## src/rtl/hwm_regs.svh

```systemverilog
// register offsets, field positions, reset values and slot tables of the upper bank
`ifndef HWM_REGS_SVH
`define HWM_REGS_SVH

// vendor test registers that only read back a fixed pattern
`define HWM_ADDR_TEST_73      8'h73
`define HWM_ADDR_TEST_75      8'h75
`define HWM_ADDR_TEST_77      8'h77
`define HWM_ADDR_TEST_7A      8'h7a
`define HWM_ADDR_TEST_89      8'h89
`define HWM_ADDR_TEST_8A      8'h8a
`define HWM_ADDR_TEST_8C      8'h8c
`define HWM_ADDR_TEST_8E      8'h8e
`define HWM_ADDR_TEST_FF      8'hff
`define HWM_RST_TEST_09       8'h09
`define HWM_RST_TEST_00       8'h00
`define HWM_RST_TEST_4D       8'h4d

// conversion low-order nibble registers
`define HWM_ADDR_CONV_DIODES  8'h85
`define HWM_ADDR_CONV_12V_AMB 8'h86
`define HWM_ADDR_CONV_5V_2V5  8'h87
`define HWM_ADDR_CONV_CORE    8'h88

// special function and configuration registers, with their fields
`define HWM_ADDR_SFC          8'h7c
`define HWM_ADDR_CFG          8'h7f
`define HWM_SFC_PIN_IRQ_BIT   2
`define HWM_SFC_LOW_POWER_BIT 0
`define HWM_SFC_SHUTDOWN_MASK 8'h07
`define HWM_SFC_LOCKED_MASK   8'h04
`define HWM_CFG_INIT_BIT      7
`define HWM_CFG_READY_BIT     3

// lock/start/override control, interrupt status and duty cycle registers
`define HWM_ADDR_LOCK_START   8'h40
`define HWM_ADDR_STATUS_BASE  8'h41
`define HWM_ADDR_DUTY_BASE    8'h30
`define HWM_LS_START_BIT      0
`define HWM_LS_LOCK_BIT       1
`define HWM_LS_OVERRIDE_BIT   2
`define HWM_DUTY_RESET        8'h00
`define HWM_UNDEF_READ        8'h00
`define HWM_ADDR_UNDEF_LO     8'h99
`define HWM_ADDR_UNDEF_HI     8'hfe

// read/write slots, slot 0 in the low byte
`define HWM_SLOT_COUNT        22
`define HWM_SLOT_CFG          7
`define HWM_SLOT_SFC          5
`define HWM_SLOT_ADDR  {8'h98, 8'h97, 8'h96, 8'h95, 8'h94, 8'h93, 8'h92, 8'h91, \
   8'h90, 8'h8d, 8'h8b, 8'h82, 8'h81, 8'h80, 8'h7f, 8'h7e, 8'h7c, 8'h7b, 8'h79, \
   8'h78, 8'h76, 8'h74}
`define HWM_SLOT_RESET {8'hf1, 8'h5a, 8'h0c, 8'h0c, 8'h0c, 8'hcc, 8'hcc, 8'hcc, \
   8'hcc, 8'h09, 8'h4d, 8'h0e, 8'ha4, 8'h1e, 8'h10, 8'hec, 8'h40, 8'h00, 8'h00, \
   8'h09, 8'h09, 8'h09}
`define HWM_SLOT_MASK  {8'hff, 8'hff, 8'hff, 8'hff, 8'hff, 8'hff, 8'hff, 8'hff, \
   8'hff, 8'h1f, 8'h7f, 8'h0f, 8'hff, 8'h1f, 8'hf3, 8'hed, 8'hff, 8'hff, 8'hff, \
   8'h0f, 8'h0f, 8'h0f}
`define HWM_SLOT_LOCKED 22'h3e1fff

`endif

```

## src/rtl/hwm_pkg.sv

```systemverilog
// types shared by the upper register bank and its users
package hwm_pkg;

   // one register access from the serial management front end
   typedef struct packed {
      logic       wr;    // one-cycle write strobe
      logic       rd;    // one-cycle read strobe
      logic [7:0] addr;  // register offset
      logic [7:0] wdata; // write data
   } hwm_req_s;

   // low-order conversion nibbles from the measurement engine
   typedef struct packed {
      logic [3:0] diode2;
      logic [3:0] diode1;
      logic [3:0] v12;
      logic [3:0] ambient;
      logic [3:0] v5;
      logic [3:0] v2p5;
      logic [3:0] vcc;
      logic [3:0] vccp;
   } hwm_conv_s;

endpackage

```

## src/rtl/hwm_upper_bank.sv

```systemverilog
// upper register bank of the fan control and hardware monitor, with access gating
//
// Contract
// - duty write only in manual, not locked
// - lock guards lock/start; override always writable
// - status clears on read if no event
// - pin interrupt enable always writable
// - shutdown blocks all but sfc[2:0], config, lock/start
// - option reserved top bits store, no effect
// - read-only conversion low nibbles, two per register
// - voltage enable layout, reset ech
// - speed enable layout, reset 1eh
// - thermal enable layout, reset 0eh
// - special function layout, reset 40h
// - configuration layout, reset 10h
// - undefined reads 00h, writes ignored
`timescale 1ns/1ns
`include "hwm_regs.svh"

module hwm_upper_bank #(
   parameter int          FANS          = 3,     // fans with a duty register
   parameter int          STATUS_REGS   = 2,     // clear-on-read status registers
   parameter logic [7:0]  TEST_RO_VALUE = 8'h00  // arbitrary value for live test regs
) (
   input  wire logic                        ref_clk_i,
   input  wire logic                        rst_n_i,
   input  wire hwm_pkg::hwm_req_s           req_i,
   input  wire hwm_pkg::hwm_conv_s          conv_low_i,
   input  wire logic [FANS-1:0]             manual_i,
   input  wire logic                        readings_valid_i,
   input  wire logic [STATUS_REGS*8-1:0]    evt_i,
   output logic      [7:0]                  rd_data_o,
   output logic      [`HWM_SLOT_COUNT*8-1:0] slot_o,
   output logic      [FANS*8-1:0]           duty_o,
   output logic                             start_o,
   output logic                             lock_o,
   output logic                             override_o,
   output logic      [STATUS_REGS*8-1:0]    status_o,
   output logic                             setup_reset_o
);

   localparam int N = `HWM_SLOT_COUNT;
   localparam logic [N*8-1:0] SLOT_ADDR  = `HWM_SLOT_ADDR;   // slot offsets
   localparam logic [N*8-1:0] SLOT_RESET = `HWM_SLOT_RESET;  // slot reset values
   localparam logic [N*8-1:0] SLOT_MASK  = `HWM_SLOT_MASK;   // implemented bits
   localparam logic [N-1:0]   SLOT_LOCK  = `HWM_SLOT_LOCKED; // lock attribute

   logic [7:0]  slot [N];          // read/write storage
   logic [N-1:0] slot_hit;         // address matches slot
   logic        shutdown;          // low power select with start clear
   logic        ls_hit;            // lock/start register addressed
   logic [7:0]  next_rd_data;      // read mux output
   logic        cfg_init_wr;       // accepted write of setup-reset

   // shutdown is low-power select set while start is clear
   assign shutdown = slot[`HWM_SLOT_SFC][`HWM_SFC_LOW_POWER_BIT] & ~start_o;
   // lock/start sits outside the slot table so that start can, unless locked,
   // be written to leave shutdown; a slot would be masked with the rest
   assign ls_hit   = (req_i.addr == `HWM_ADDR_LOCK_START);

   // ---------------------------------------------------------------
   // lock, start and manual override
   // ---------------------------------------------------------------

   // lock and start freeze once lock is set; lock only leaves by reset
   always_ff @(posedge ref_clk_i) begin
      if (!rst_n_i) begin
         start_o <= 1'b0;
         lock_o  <= 1'b0;
      end else if (req_i.wr && ls_hit && !lock_o) begin
         start_o <= req_i.wdata[`HWM_LS_START_BIT];
         lock_o  <= req_i.wdata[`HWM_LS_LOCK_BIT];
      end
   end

   // override stays writable whatever lock and start say
   always_ff @(posedge ref_clk_i) begin
      if (!rst_n_i) begin
         override_o <= 1'b0;
      end else if (req_i.wr && ls_hit) begin
         override_o <= req_i.wdata[`HWM_LS_OVERRIDE_BIT];
      end
   end

   // ---------------------------------------------------------------
   // read/write slots, one generate entry per register
   // ---------------------------------------------------------------
   genvar gi;
   generate
      for (gi = 0; gi < N; gi++) begin : g_slot
         logic [7:0] wmask; // bits this write may change

         assign slot_hit[gi] = (req_i.addr == SLOT_ADDR[gi*8 +: 8]);

         // mask shrinks under lock and under shutdown
         always_comb begin
            wmask = SLOT_MASK[gi*8 +: 8];
            if (lock_o && SLOT_LOCK[gi]) begin
               // only the pin interrupt enable survives the lock
               wmask = (gi == `HWM_SLOT_SFC) ? `HWM_SFC_LOCKED_MASK : 8'h00;
            end
            if (shutdown) begin
               if (gi == `HWM_SLOT_SFC) begin
                  wmask = wmask & `HWM_SFC_SHUTDOWN_MASK;
               end else if (gi != `HWM_SLOT_CFG) begin
                  wmask = 8'h00;
               end
            end
         end

         // store writes through the mask; the option register's reserved top bits are plain storage
         always_ff @(posedge ref_clk_i) begin
            if (!rst_n_i) begin
               slot[gi] <= SLOT_RESET[gi*8 +: 8];
            end else if (req_i.wr && slot_hit[gi]) begin
               slot[gi] <= (slot[gi] & ~wmask) | (req_i.wdata & wmask);
            end else if (gi == `HWM_SLOT_CFG) begin
               // setup-reset reads back clear after its pulse
               slot[gi][`HWM_CFG_INIT_BIT] <= 1'b0;
            end
         end

         assign slot_o[gi*8 +: 8] = slot[gi];
      end
   endgenerate

   // accepted setup-reset write, seen by the rest of the device as a pulse
   assign cfg_init_wr = req_i.wr && slot_hit[`HWM_SLOT_CFG] && !(lock_o)
                        && req_i.wdata[`HWM_CFG_INIT_BIT];

   // registered so the pulse lines up with the stored bit
   always_ff @(posedge ref_clk_i) begin
      if (!rst_n_i) begin
         setup_reset_o <= 1'b0;
      end else begin
         setup_reset_o <= cfg_init_wr;
      end
   end

   // ---------------------------------------------------------------
   // current duty cycle per fan
   // a fan in automatic mode drops the write
   // ---------------------------------------------------------------
   generate
      for (gi = 0; gi < FANS; gi++) begin : g_duty
         logic hit; // this fan's duty register addressed
         assign hit = (req_i.addr == (`HWM_ADDR_DUTY_BASE + 8'(gi)));

         // start counts only through shutdown; manual mode, lock and shutdown decide
         always_ff @(posedge ref_clk_i) begin
            if (!rst_n_i) begin
               duty_o[gi*8 +: 8] <= `HWM_DUTY_RESET;
            end else if (req_i.wr && hit && manual_i[gi] && !lock_o && !shutdown) begin
               duty_o[gi*8 +: 8] <= req_i.wdata;
            end
         end
      end
   endgenerate

   // ---------------------------------------------------------------
   // clear-on-read interrupt status
   // ---------------------------------------------------------------
   generate
      for (gi = 0; gi < STATUS_REGS; gi++) begin : g_status
         logic hit;      // this status register addressed
         logic clr;      // read with nothing still pending
         assign hit = (req_i.addr == (`HWM_ADDR_STATUS_BASE + 8'(gi)));
         // a still-active event keeps the register; a new event wins over the clear
         assign clr = req_i.rd && hit && !shutdown && (evt_i[gi*8 +: 8] == 8'h00);

         always_ff @(posedge ref_clk_i) begin
            if (!rst_n_i) begin
               status_o[gi*8 +: 8] <= 8'h00;
            end else if (clr) begin
               status_o[gi*8 +: 8] <= 8'h00;
            end else begin
               status_o[gi*8 +: 8] <= status_o[gi*8 +: 8] | evt_i[gi*8 +: 8];
            end
         end
      end
   endgenerate

   // ---------------------------------------------------------------
   // read multiplexer
   // ---------------------------------------------------------------

   // fixed offsets first, then slots, duty and status by search
   always_comb begin
      next_rd_data = `HWM_UNDEF_READ;
      case (req_i.addr)
         `HWM_ADDR_TEST_73, `HWM_ADDR_TEST_75, `HWM_ADDR_TEST_77,
         `HWM_ADDR_TEST_8C:     next_rd_data = `HWM_RST_TEST_09;
         `HWM_ADDR_TEST_7A:     next_rd_data = `HWM_RST_TEST_00;
         `HWM_ADDR_TEST_8A:     next_rd_data = `HWM_RST_TEST_4D;
         `HWM_ADDR_TEST_89, `HWM_ADDR_TEST_8E,
         `HWM_ADDR_TEST_FF:     next_rd_data = TEST_RO_VALUE;
         `HWM_ADDR_CONV_DIODES:  next_rd_data = {conv_low_i.diode2, conv_low_i.diode1};
         `HWM_ADDR_CONV_12V_AMB: next_rd_data = {conv_low_i.v12, conv_low_i.ambient};
         `HWM_ADDR_CONV_5V_2V5:  next_rd_data = {conv_low_i.v5, conv_low_i.v2p5};
         `HWM_ADDR_CONV_CORE:    next_rd_data = {conv_low_i.vcc, conv_low_i.vccp};
         `HWM_ADDR_LOCK_START: begin
            next_rd_data = 8'h00;
            next_rd_data[`HWM_LS_START_BIT]    = start_o;
            next_rd_data[`HWM_LS_LOCK_BIT]     = lock_o;
            next_rd_data[`HWM_LS_OVERRIDE_BIT] = override_o;
         end
         default: begin
            // reserved and undefined offsets keep the zero above
            for (int i = 0; i < N; i++) begin
               if (slot_hit[i]) begin
                  next_rd_data = slot[i];
               end
            end
            for (int i = 0; i < FANS; i++) begin
               if (req_i.addr == (`HWM_ADDR_DUTY_BASE + 8'(i))) begin
                  next_rd_data = duty_o[i*8 +: 8];
               end
            end
            for (int i = 0; i < STATUS_REGS; i++) begin
               if (req_i.addr == (`HWM_ADDR_STATUS_BASE + 8'(i))) begin
                  next_rd_data = status_o[i*8 +: 8];
               end
            end
         end
      endcase
      // the ready flag is live status, not storage
      if (slot_hit[`HWM_SLOT_CFG]) begin
         next_rd_data[`HWM_CFG_READY_BIT] = readings_valid_i;
      end
      // in shutdown only the low special-function bits, config and lock/start answer
      if (shutdown && !ls_hit) begin
         if (slot_hit[`HWM_SLOT_SFC]) begin
            next_rd_data = next_rd_data & `HWM_SFC_SHUTDOWN_MASK;
         end else if (!slot_hit[`HWM_SLOT_CFG]) begin
            next_rd_data = 8'h00;
         end
      end
   end

   // read data is captured on the read strobe and holds until the next read
   always_ff @(posedge ref_clk_i) begin
      if (!rst_n_i) begin
         rd_data_o <= 8'h00;
      end else if (req_i.rd) begin
         rd_data_o <= next_rd_data;
      end
   end

   // ---------------------------------------------------------------
   // checks
   // one clock, quiet in reset; antecedents are host accesses, except a_lock_sticky, a_setup_clear and a_status_collect,
   // consequents are what this block drives
   // ---------------------------------------------------------------

   // lock only leaves by reset
   a_lock_sticky: assert property (@(posedge ref_clk_i) disable iff (!rst_n_i)
      lock_o |=> lock_o)
      else $error("lock bit dropped without reset");

   // start frozen under lock
   a_lock_start_guard: assert property (@(posedge ref_clk_i) disable iff (!rst_n_i)
      (lock_o && req_i.wr && ls_hit) |=> $stable(start_o))
      else $error("start changed while locked");

   // override written whatever lock says
   a_override_open: assert property (@(posedge ref_clk_i) disable iff (!rst_n_i)
      (req_i.wr && ls_hit) |=> (override_o == $past(req_i.wdata[`HWM_LS_OVERRIDE_BIT])))
      else $error("override write lost");

   // pin enable written whatever lock and shutdown say
   a_pin_irq_open: assert property (@(posedge ref_clk_i) disable iff (!rst_n_i)
      (req_i.wr && slot_hit[`HWM_SLOT_SFC]) |=>
      (slot[`HWM_SLOT_SFC][`HWM_SFC_PIN_IRQ_BIT] == $past(req_i.wdata[`HWM_SFC_PIN_IRQ_BIT])))
      else $error("pin interrupt enable write lost");

   // voltage enables frozen under lock
   a_locked_frozen: assert property (@(posedge ref_clk_i) disable iff (!rst_n_i)
      (lock_o && req_i.wr && slot_hit[6]) |=> $stable(slot[6]))
      else $error("locked register changed");

   // duty refused outside manual or under lock
   a_duty_gate: assert property (@(posedge ref_clk_i) disable iff (!rst_n_i)
      (req_i.wr && req_i.addr == `HWM_ADDR_DUTY_BASE && (!manual_i[0] || lock_o))
      |=> $stable(duty_o[7:0]))
      else $error("duty accepted outside manual or under lock");

   // an active event keeps status across a read
   a_status_keep: assert property (@(posedge ref_clk_i) disable iff (!rst_n_i)
      (req_i.rd && req_i.addr == `HWM_ADDR_STATUS_BASE && evt_i[7:0] != 8'h00)
      |=> (status_o[7:0] != 8'h00))
      else $error("status cleared with an active event");

   // a quiet read clears, then events collect again
   a_status_clear: assert property (@(posedge ref_clk_i) disable iff (!rst_n_i)
      (req_i.rd && req_i.addr == `HWM_ADDR_STATUS_BASE && evt_i[7:0] == 8'h00 && !shutdown)
      |=> (status_o[7:0] == 8'h00) ##1 (status_o[7:0] == $past(evt_i[7:0])))
      else $error("status not cleared on idle read");

   // voltage enables frozen in shutdown
   a_shutdown_block: assert property (@(posedge ref_clk_i) disable iff (!rst_n_i)
      (shutdown && req_i.wr && slot_hit[6]) |=> $stable(slot[6]))
      else $error("monitoring register written in shutdown");

   // undefined space reads zero
   a_undef_zero: assert property (@(posedge ref_clk_i) disable iff (!rst_n_i)
      (req_i.rd && req_i.addr inside {[`HWM_ADDR_UNDEF_LO:`HWM_ADDR_UNDEF_HI]})
      |=> (rd_data_o == `HWM_UNDEF_READ))
      else $error("undefined offset read not zero");

   // conversion nibbles read live
   a_conv_read: assert property (@(posedge ref_clk_i) disable iff (!rst_n_i)
      (req_i.rd && req_i.addr == `HWM_ADDR_CONV_DIODES && !shutdown)
      |=> (rd_data_o == {$past(conv_low_i.diode2), $past(conv_low_i.diode1)}))
      else $error("diode low nibbles misread");

   // option top bits are plain storage
   a_option_rsvd: assert property (@(posedge ref_clk_i) disable iff (!rst_n_i)
      (req_i.wr && slot_hit[17] && !lock_o && !shutdown)
      |=> (slot[17][7:6] == $past(req_i.wdata[7:6])))
      else $error("option reserved bits not stored");

   // accepted setup-reset pulses and shows the bit
   a_setup_pulse: assert property (@(posedge ref_clk_i) disable iff (!rst_n_i)
      (req_i.wr && slot_hit[`HWM_SLOT_CFG] && !lock_o && req_i.wdata[`HWM_CFG_INIT_BIT])
      |=> (setup_reset_o && slot[`HWM_SLOT_CFG][`HWM_CFG_INIT_BIT]))
      else $error("setup-reset write did not pulse");

   // without a fresh write setup-reset reads clear
   a_setup_clear: assert property (@(posedge ref_clk_i) disable iff (!rst_n_i)
      !(req_i.wr && slot_hit[`HWM_SLOT_CFG]) |=> !slot[`HWM_SLOT_CFG][`HWM_CFG_INIT_BIT])
      else $error("setup-reset bit stuck");

   // manual, unlocked fan takes the duty, started or not
   a_duty_open: assert property (@(posedge ref_clk_i) disable iff (!rst_n_i)
      (req_i.wr && req_i.addr == `HWM_ADDR_DUTY_BASE && manual_i[0] && !lock_o && !shutdown)
      |=> (duty_o[7:0] == $past(req_i.wdata)))
      else $error("duty write lost in manual mode");

   // ready flag reads the live input
   a_ready_live: assert property (@(posedge ref_clk_i) disable iff (!rst_n_i)
      (req_i.rd && slot_hit[`HWM_SLOT_CFG])
      |=> (rd_data_o[`HWM_CFG_READY_BIT] == $past(readings_valid_i)))
      else $error("ready flag misread");

   // monitoring registers read zero in shutdown
   a_shutdown_read: assert property (@(posedge ref_clk_i) disable iff (!rst_n_i)
      (shutdown && req_i.rd && slot_hit[6]) |=> (rd_data_o == 8'h00))
      else $error("monitoring register readable in shutdown");

   // only low special-function bits answer in shutdown
   a_sfc_low_read: assert property (@(posedge ref_clk_i) disable iff (!rst_n_i)
      (shutdown && req_i.rd && slot_hit[`HWM_SLOT_SFC])
      |=> ((rd_data_o & ~`HWM_SFC_SHUTDOWN_MASK) == 8'h00))
      else $error("upper special-function bits readable in shutdown");

   // under lock only the pin enable moves
   a_locked_sfc: assert property (@(posedge ref_clk_i) disable iff (!rst_n_i)
      (lock_o && req_i.wr && slot_hit[`HWM_SLOT_SFC])
      |=> ((slot[`HWM_SLOT_SFC] & ~`HWM_SFC_LOCKED_MASK)
           == ($past(slot[`HWM_SLOT_SFC]) & ~`HWM_SFC_LOCKED_MASK)))
      else $error("locked special-function bits changed");

   // speed-input options have no lock attribute
   a_option_open: assert property (@(posedge ref_clk_i) disable iff (!rst_n_i)
      (lock_o && req_i.wr && slot_hit[13] && !shutdown) |=> (slot[13] == $past(req_i.wdata)))
      else $error("unlocked option register refused a write");

   // events collect until a clearing read
   a_status_collect: assert property (@(posedge ref_clk_i) disable iff (!rst_n_i)
      !(req_i.rd && req_i.addr == `HWM_ADDR_STATUS_BASE)
      |=> (status_o[7:0] == ($past(status_o[7:0]) | $past(evt_i[7:0]))))
      else $error("status byte lost an event");

endmodule

```

## config.mk

```make
export PLATFORM = sky130hd
export DESIGN_NAME = hwm_upper_bank
export DESIGN_NICKNAME = d
export VERILOG_FILES = /design/src/rtl/hwm_pkg.sv /design/src/rtl/hwm_upper_bank.sv
export VERILOG_INCLUDE_DIRS = /design/src /design/src/rtl
export SDC_FILE = /design/constraint.sdc
export NUM_CORES = 1
export LEC_CHECK = 0
export ABC_CLOCK_PERIOD_IN_PS = 3700
export BUFFER_PORTS_ARGS = -buffer_cell sky130_fd_sc_hd__buf_4
export CORE_UTILIZATION = 40
export CTS_CLUSTER_DIAMETER = 80
export DETAILED_ROUTE_END_ITERATION = 10
export SYNTH_ARGS = -nofsm -noshare
export SYNTH_HDL_FRONTEND = slang
export SYNTH_SLANG_ARGS = --single-unit
```

## constraint.sdc

```tcl
create_clock -name ref_clk_i -period 3.7 [get_ports ref_clk_i]
set_input_delay 0.74 -clock ref_clk_i [delete_from_list [all_inputs] [get_ports ref_clk_i]]
set_output_delay 0.74 -clock ref_clk_i [all_outputs]
set_load 0.02 [all_outputs]
```

# Word-level counts from Yosys, hierarchy flattened
# Memory sizes are Yosys's and may differ from the RTL's.
# Cells that the tools add are included.
# classes
n_bitwise,88
n_eq_ne,41
n_reduce_logical,54
n_mux,139
# ops
op,n
8-bit 2-to-1 mux,63
8-bit AND,30
8-bit OR,24
8-bit equality test (second input constant),23
8-bit by 7-bit equality test with 1-bit output (second input constant),15
1-bit 2-to-1 mux,72
8-bit NOT,8
8-bit case mux with 8 select lines,1
1-bit logical AND,45
8-bit by 6-bit equality test with 1-bit output (second input constant),3
1-bit OR,23
8-bit logical NOT,2
4-bit OR reduction,2
7-bit 2-to-1 mux,1
5-bit 2-to-1 mux,1
4-bit 2-to-1 mux,1
2-bit OR reduction,2
1-bit logical NOT,3
1-bit NOT,2
1-bit AND,1
# word_totals
reg_bits,52
in_bits,72
ram_bits,176
mem_count,1
# memory_table
name,depth,word_bits,rd,rd_clocked_by_memory_dff,wr,line,rtl
slot,22,8,22,0,22,hwm_upper_bank.sv:48,logic [7:0] slot [N];

# Depth between registers and ports, before layout
# depth
ltp_word,33
mapped_depth,11
ltp_nobuf,7

# Worst setup path before layout
# OpenSTA, ideal clock, no wires.
# synth_path
path_kind,in2reg
start,in req_i[9] (netlist name)
end,"mem slot[14][0], in the netlist slot[1][48] (enable)"
cell_stages,6
path_slack_ps,788
arrival_time_ps,2528
cell_sequence,buf_2 -> buf_2 -> nor4b_1 -> buf_2 -> nand2_1 -> o21ai_0
# synth_rtl
element,line,rtl
start: declaration,hwm_upper_bank.sv:27,"input wire hwm_pkg::hwm_req_s req_i,"
end: declaration,hwm_upper_bank.sv:48,

# Final worst setup path
# layout_path
start,in req_i[13] (netlist name)
end,reg rd_data_o[5]
# layout_between
elab_chain_len,32
word_cells_on_any_way,76
cone_classes,41 x eq/ne; 31 x mux; 4 x reduce/logical
# layout_lines
element,line,rtl
8-bit by 7-bit equality test with 1-bit output,hwm_upper_bank.sv:93,assign slot_hit[gi] = (req_i.addr == SLOT_ADDR[gi*8 +: 8]);
8-bit 2-to-1 mux (22 in a row),hwm_upper_bank.sv:210,if (slot_hit[i]) begin
8-bit 2-to-1 mux (3 in a row),hwm_upper_bank.sv:215,if (req_i.addr == (`HWM_ADDR_DUTY_BASE + 8'(i))) begin
8-bit 2-to-1 mux (2 in a row),hwm_upper_bank.sv:220,if (req_i.addr == (`HWM_ADDR_STATUS_BASE + 8'(i))) begin
8-bit case mux with 8 select lines,hwm_upper_bank.sv:190,case (req_i.addr)
8-bit 2-to-1 mux,hwm_upper_bank.sv:234,end else if (!slot_hit[`HWM_SLOT_CFG]) begin
8-bit 2-to-1 mux,hwm_upper_bank.sv:232,if (slot_hit[`HWM_SLOT_SFC]) begin
8-bit 2-to-1 mux *,hwm_upper_bank.sv:231,if (shutdown && !ls_hit) begin
end signal: assignment,hwm_upper_bank.sv:245,rd_data_o <= next_rd_data;
end: declaration,hwm_upper_bank.sv:32,"output logic [7:0] rd_data_o,"
# Every way passes the cells marked *; elsewhere a longest branch is shown, timed or not.
# A chain may end at the register's enable or synchronous reset.

==> flow_summary.yaml <==
outcome:
  outcome: "finished clean"
clocking:
  cts_hold_buf: 0
  post_cts_buffers: 0
  htreeDepth: 1
  cts_made_buffers: 23
  cts_tree: "built"
  cts_resized: 0
  root_buffer: "clkbuf_16"
  clkLatencyLatePin_ns: 0.52
  clock-sinks: 201
  clk_pin_slew_worst_paths_ns: 0.06
  clock_path_buffers: 3
synthesis:
  synth_cell_types: 74
  ys_seq_area_frac: 0.507
  synth_xor_area_frac: 0.000806
  synth_mux_area_frac: 0.0135
  syn_area_per_cell_sq_um: 9.39
  async_flop_share: 0
  synth_compound_area_frac: 0.227
  synth_top_family_by_area: "compound AO/OA/AOI/OAI gates"
  yosys.area_share.simple: 0.196
  synthAdderAreaFrac: 0
  synth_cells: 1158
  synth_edf_count: 149
  synth_ff_type: "edfxtp_1"
  yosys_warnings: 0
  netlist_area_sq_um: 10900
  ys_ff_latch: 201
place:
  dpl_cell_area_sq_um: 13300
  dp_cells: 1742
  place.gp.congestion: 0.978
  dp_hpwl_mm: 37.5
  dp_slack_ns: 0.399
  io_buffer_count: 272
grt:
  grt_pass1_wl_mm: 71.3
  grt_max_degree: 43
  globalRouteOverflowTotal: 0
  grt_pass1_vias: 10375
  antenna_found_initial: 1
  grt_usage: 0.347
layout:
  layout_commonest_cell: "buf_4"
  mostFrequentLayoutCells: "buf_4, nand2_1, edfxtp_1, a21oi_1, nor2_1"
  area_growth_pct: 29.2
  final_cells: 1781
  final_area_sq_um: 14000
  fillers: 2481
  layout-drive-gt1-share: 0.265
  diodes: 0
  nets: 1504
sta:
  hold_viol: 0
  min_period_ns: 2.89
  fmax_mhz: 346
  slew_headroom: 0.164
  finClkSkew_ns: 0.0188
  fin_ws_ns: 0.808
  setup_viol: 0
  rsz0062_at_grt: "false"
  slew_viol_final: 0
  worst_pin_slew_ns: 1.25
  fin_setup_tns_ns: 0
  fin_crit_sh: 0.782
die:
  die-height_um: 167
  coreArea_sq_um: 26400
  num_io_pins: 300
  start_util: 0.412
  die_w_um: 167
  rows: 59
  die_area_sq_um: 27800
worst_hold_path:
  min_path_type: "in2reg"
setup_path:
  crit_family: "simple AND/OR/NAND/NOR gates"
  path_class: "in2reg"
  worstSetupEndpointType: "flip-flop"
  crit_chain: "buf_4, nand4bb_1, buf_4, nor2_1, a22oi_1, nand2_1, nor3_1, o311a_1, a211oi_1"
  start_kind: "input pin"
  slowest_delay_ns: 0.56
  crit_required_ns: 4.13
  crit_fanout: 11
  path_buf_inv: 2
  crit_top_cell: "buf_4"
  arrival_ns: 3.32
  cp_slowest_cell: "nand4bb_1"
drt:
  first_pass_iters: 6
  num_vias: 11375
  drtAntennaViolNets: 0
  drc: 0
  drtIter0Drc: 1534
  drt-vias-per-instance: 6.39
  wl_per_cell_um: 28.0
  wirelength_mm: 49.8
flow_run:
  max_cap_violations: 0
pwr:
  vdd_drop_max_v: 0.000393
  cellLeakagePower_nw: 5.06
  p_per_area_nw_per_um2: 382
==> sequential cells by signal, indices dropped and copies added (netlist names) <==
signal	cells
slot	149
duty_o	24
status_o	16
rd_data_o	8
lock_o	1
override_o	1
setup_reset_o	1
start_o	1
==> power by group <==
group          switching, mW  total (mW)  leakage, nW  internal [mW]
Combinational          0.419       0.625         2.95          0.205
Sequential            0.0696        2.54         1.77           2.47
Clock                  0.907        2.21        0.343           1.30
==> worst register-to-register path, cell delays in order (launching register included) <==
cell and delay (ns):
edfxtp_1 0.51, nand2b_1 0.59, nand2b_4 0.39, nor2_1 0.40, nand3_1 0.36, nand2_1 0.16
a21oi_1 0.07
==> worst paths after layout <==
path | slack [ns] | from | depth (start not counted) | end
max reg2reg | 1.08 | slot[0][40] | 6 | duty_o[7]
max | 0.81 | req_i[13] | 9 | rd_data_o[5]
min reg2reg | 0.49 | duty_o[20] | 2 | duty_o[20]
min | 0.44 | evt_i[13] | 3 | status_o[13]
==> cell type report <==
class | count | area [sq um] | area share
repair buffers | 328 | 2470 | 0.176
well taps | 335 | 419 | 0.0298
flip-flops and latches | 201 | 5520 | 0.393
clock inverters | 6 | 78.8 | 0.00561
multi-input cells | 866 | 4890 | 0.348
clock buffers | 33 | 623 | 0.0444
inverters | 12 | 45.0 | 0.00321
==> kinds of logic (layout without fill, tap and decap cells) <==
logic type,count (synthesis),in the layout
other,2,28
AOI/OAI and AO/OA,370,370
and+or+nand+nor,453,453
buffers and inverters,117,379
xor gates and xnor gates,1,1
DFF,201,201
muxes,14,14
==> metal layers <==
layer	routed length (um)	part of all wire	track usage
met1	19400	0.39	0.465
met2	22300	0.45	0.539
met3	5840	0.12	0.0822
met4	2180	0.044	0.140
met5	10	0.00020	0
==> cell usage after synthesis, types with 20 or more instances <==
| library cell | count | area share |
|---|---|---|
| edfxtp_1 | 149 | 0.41 |
| clkbuf_1 | 48 | 0.017 |
| o21ai_0 | 46 | 0.021 |
| a22oi_1 | 22 | 0.015 |
| nand3_1 | 25 | 0.012 |
| nand2_1 | 196 | 0.068 |
| nor2_1 | 117 | 0.040 |
| buf_2 | 20 | 0.0092 |
| a211o_1 | 48 | 0.039 |
| dfxtp_1 | 52 | 0.096 |
| buf_4 | 29 | 0.020 |
| a21oi_1 | 137 | 0.063 |
==> per-stage QoR <==
stage	total power [mW]	utilization	hold WS, ns
floorplan	2.89	-	0.539
global placement	3.19	0.506	0.473
detailed placement	3.19	0.506	0.477
CTS	5.36	0.533	0.441
global route	5.49	0.533	0.445
finish	5.37	0.533	0.444
Power figures use the tool's default switching activity.
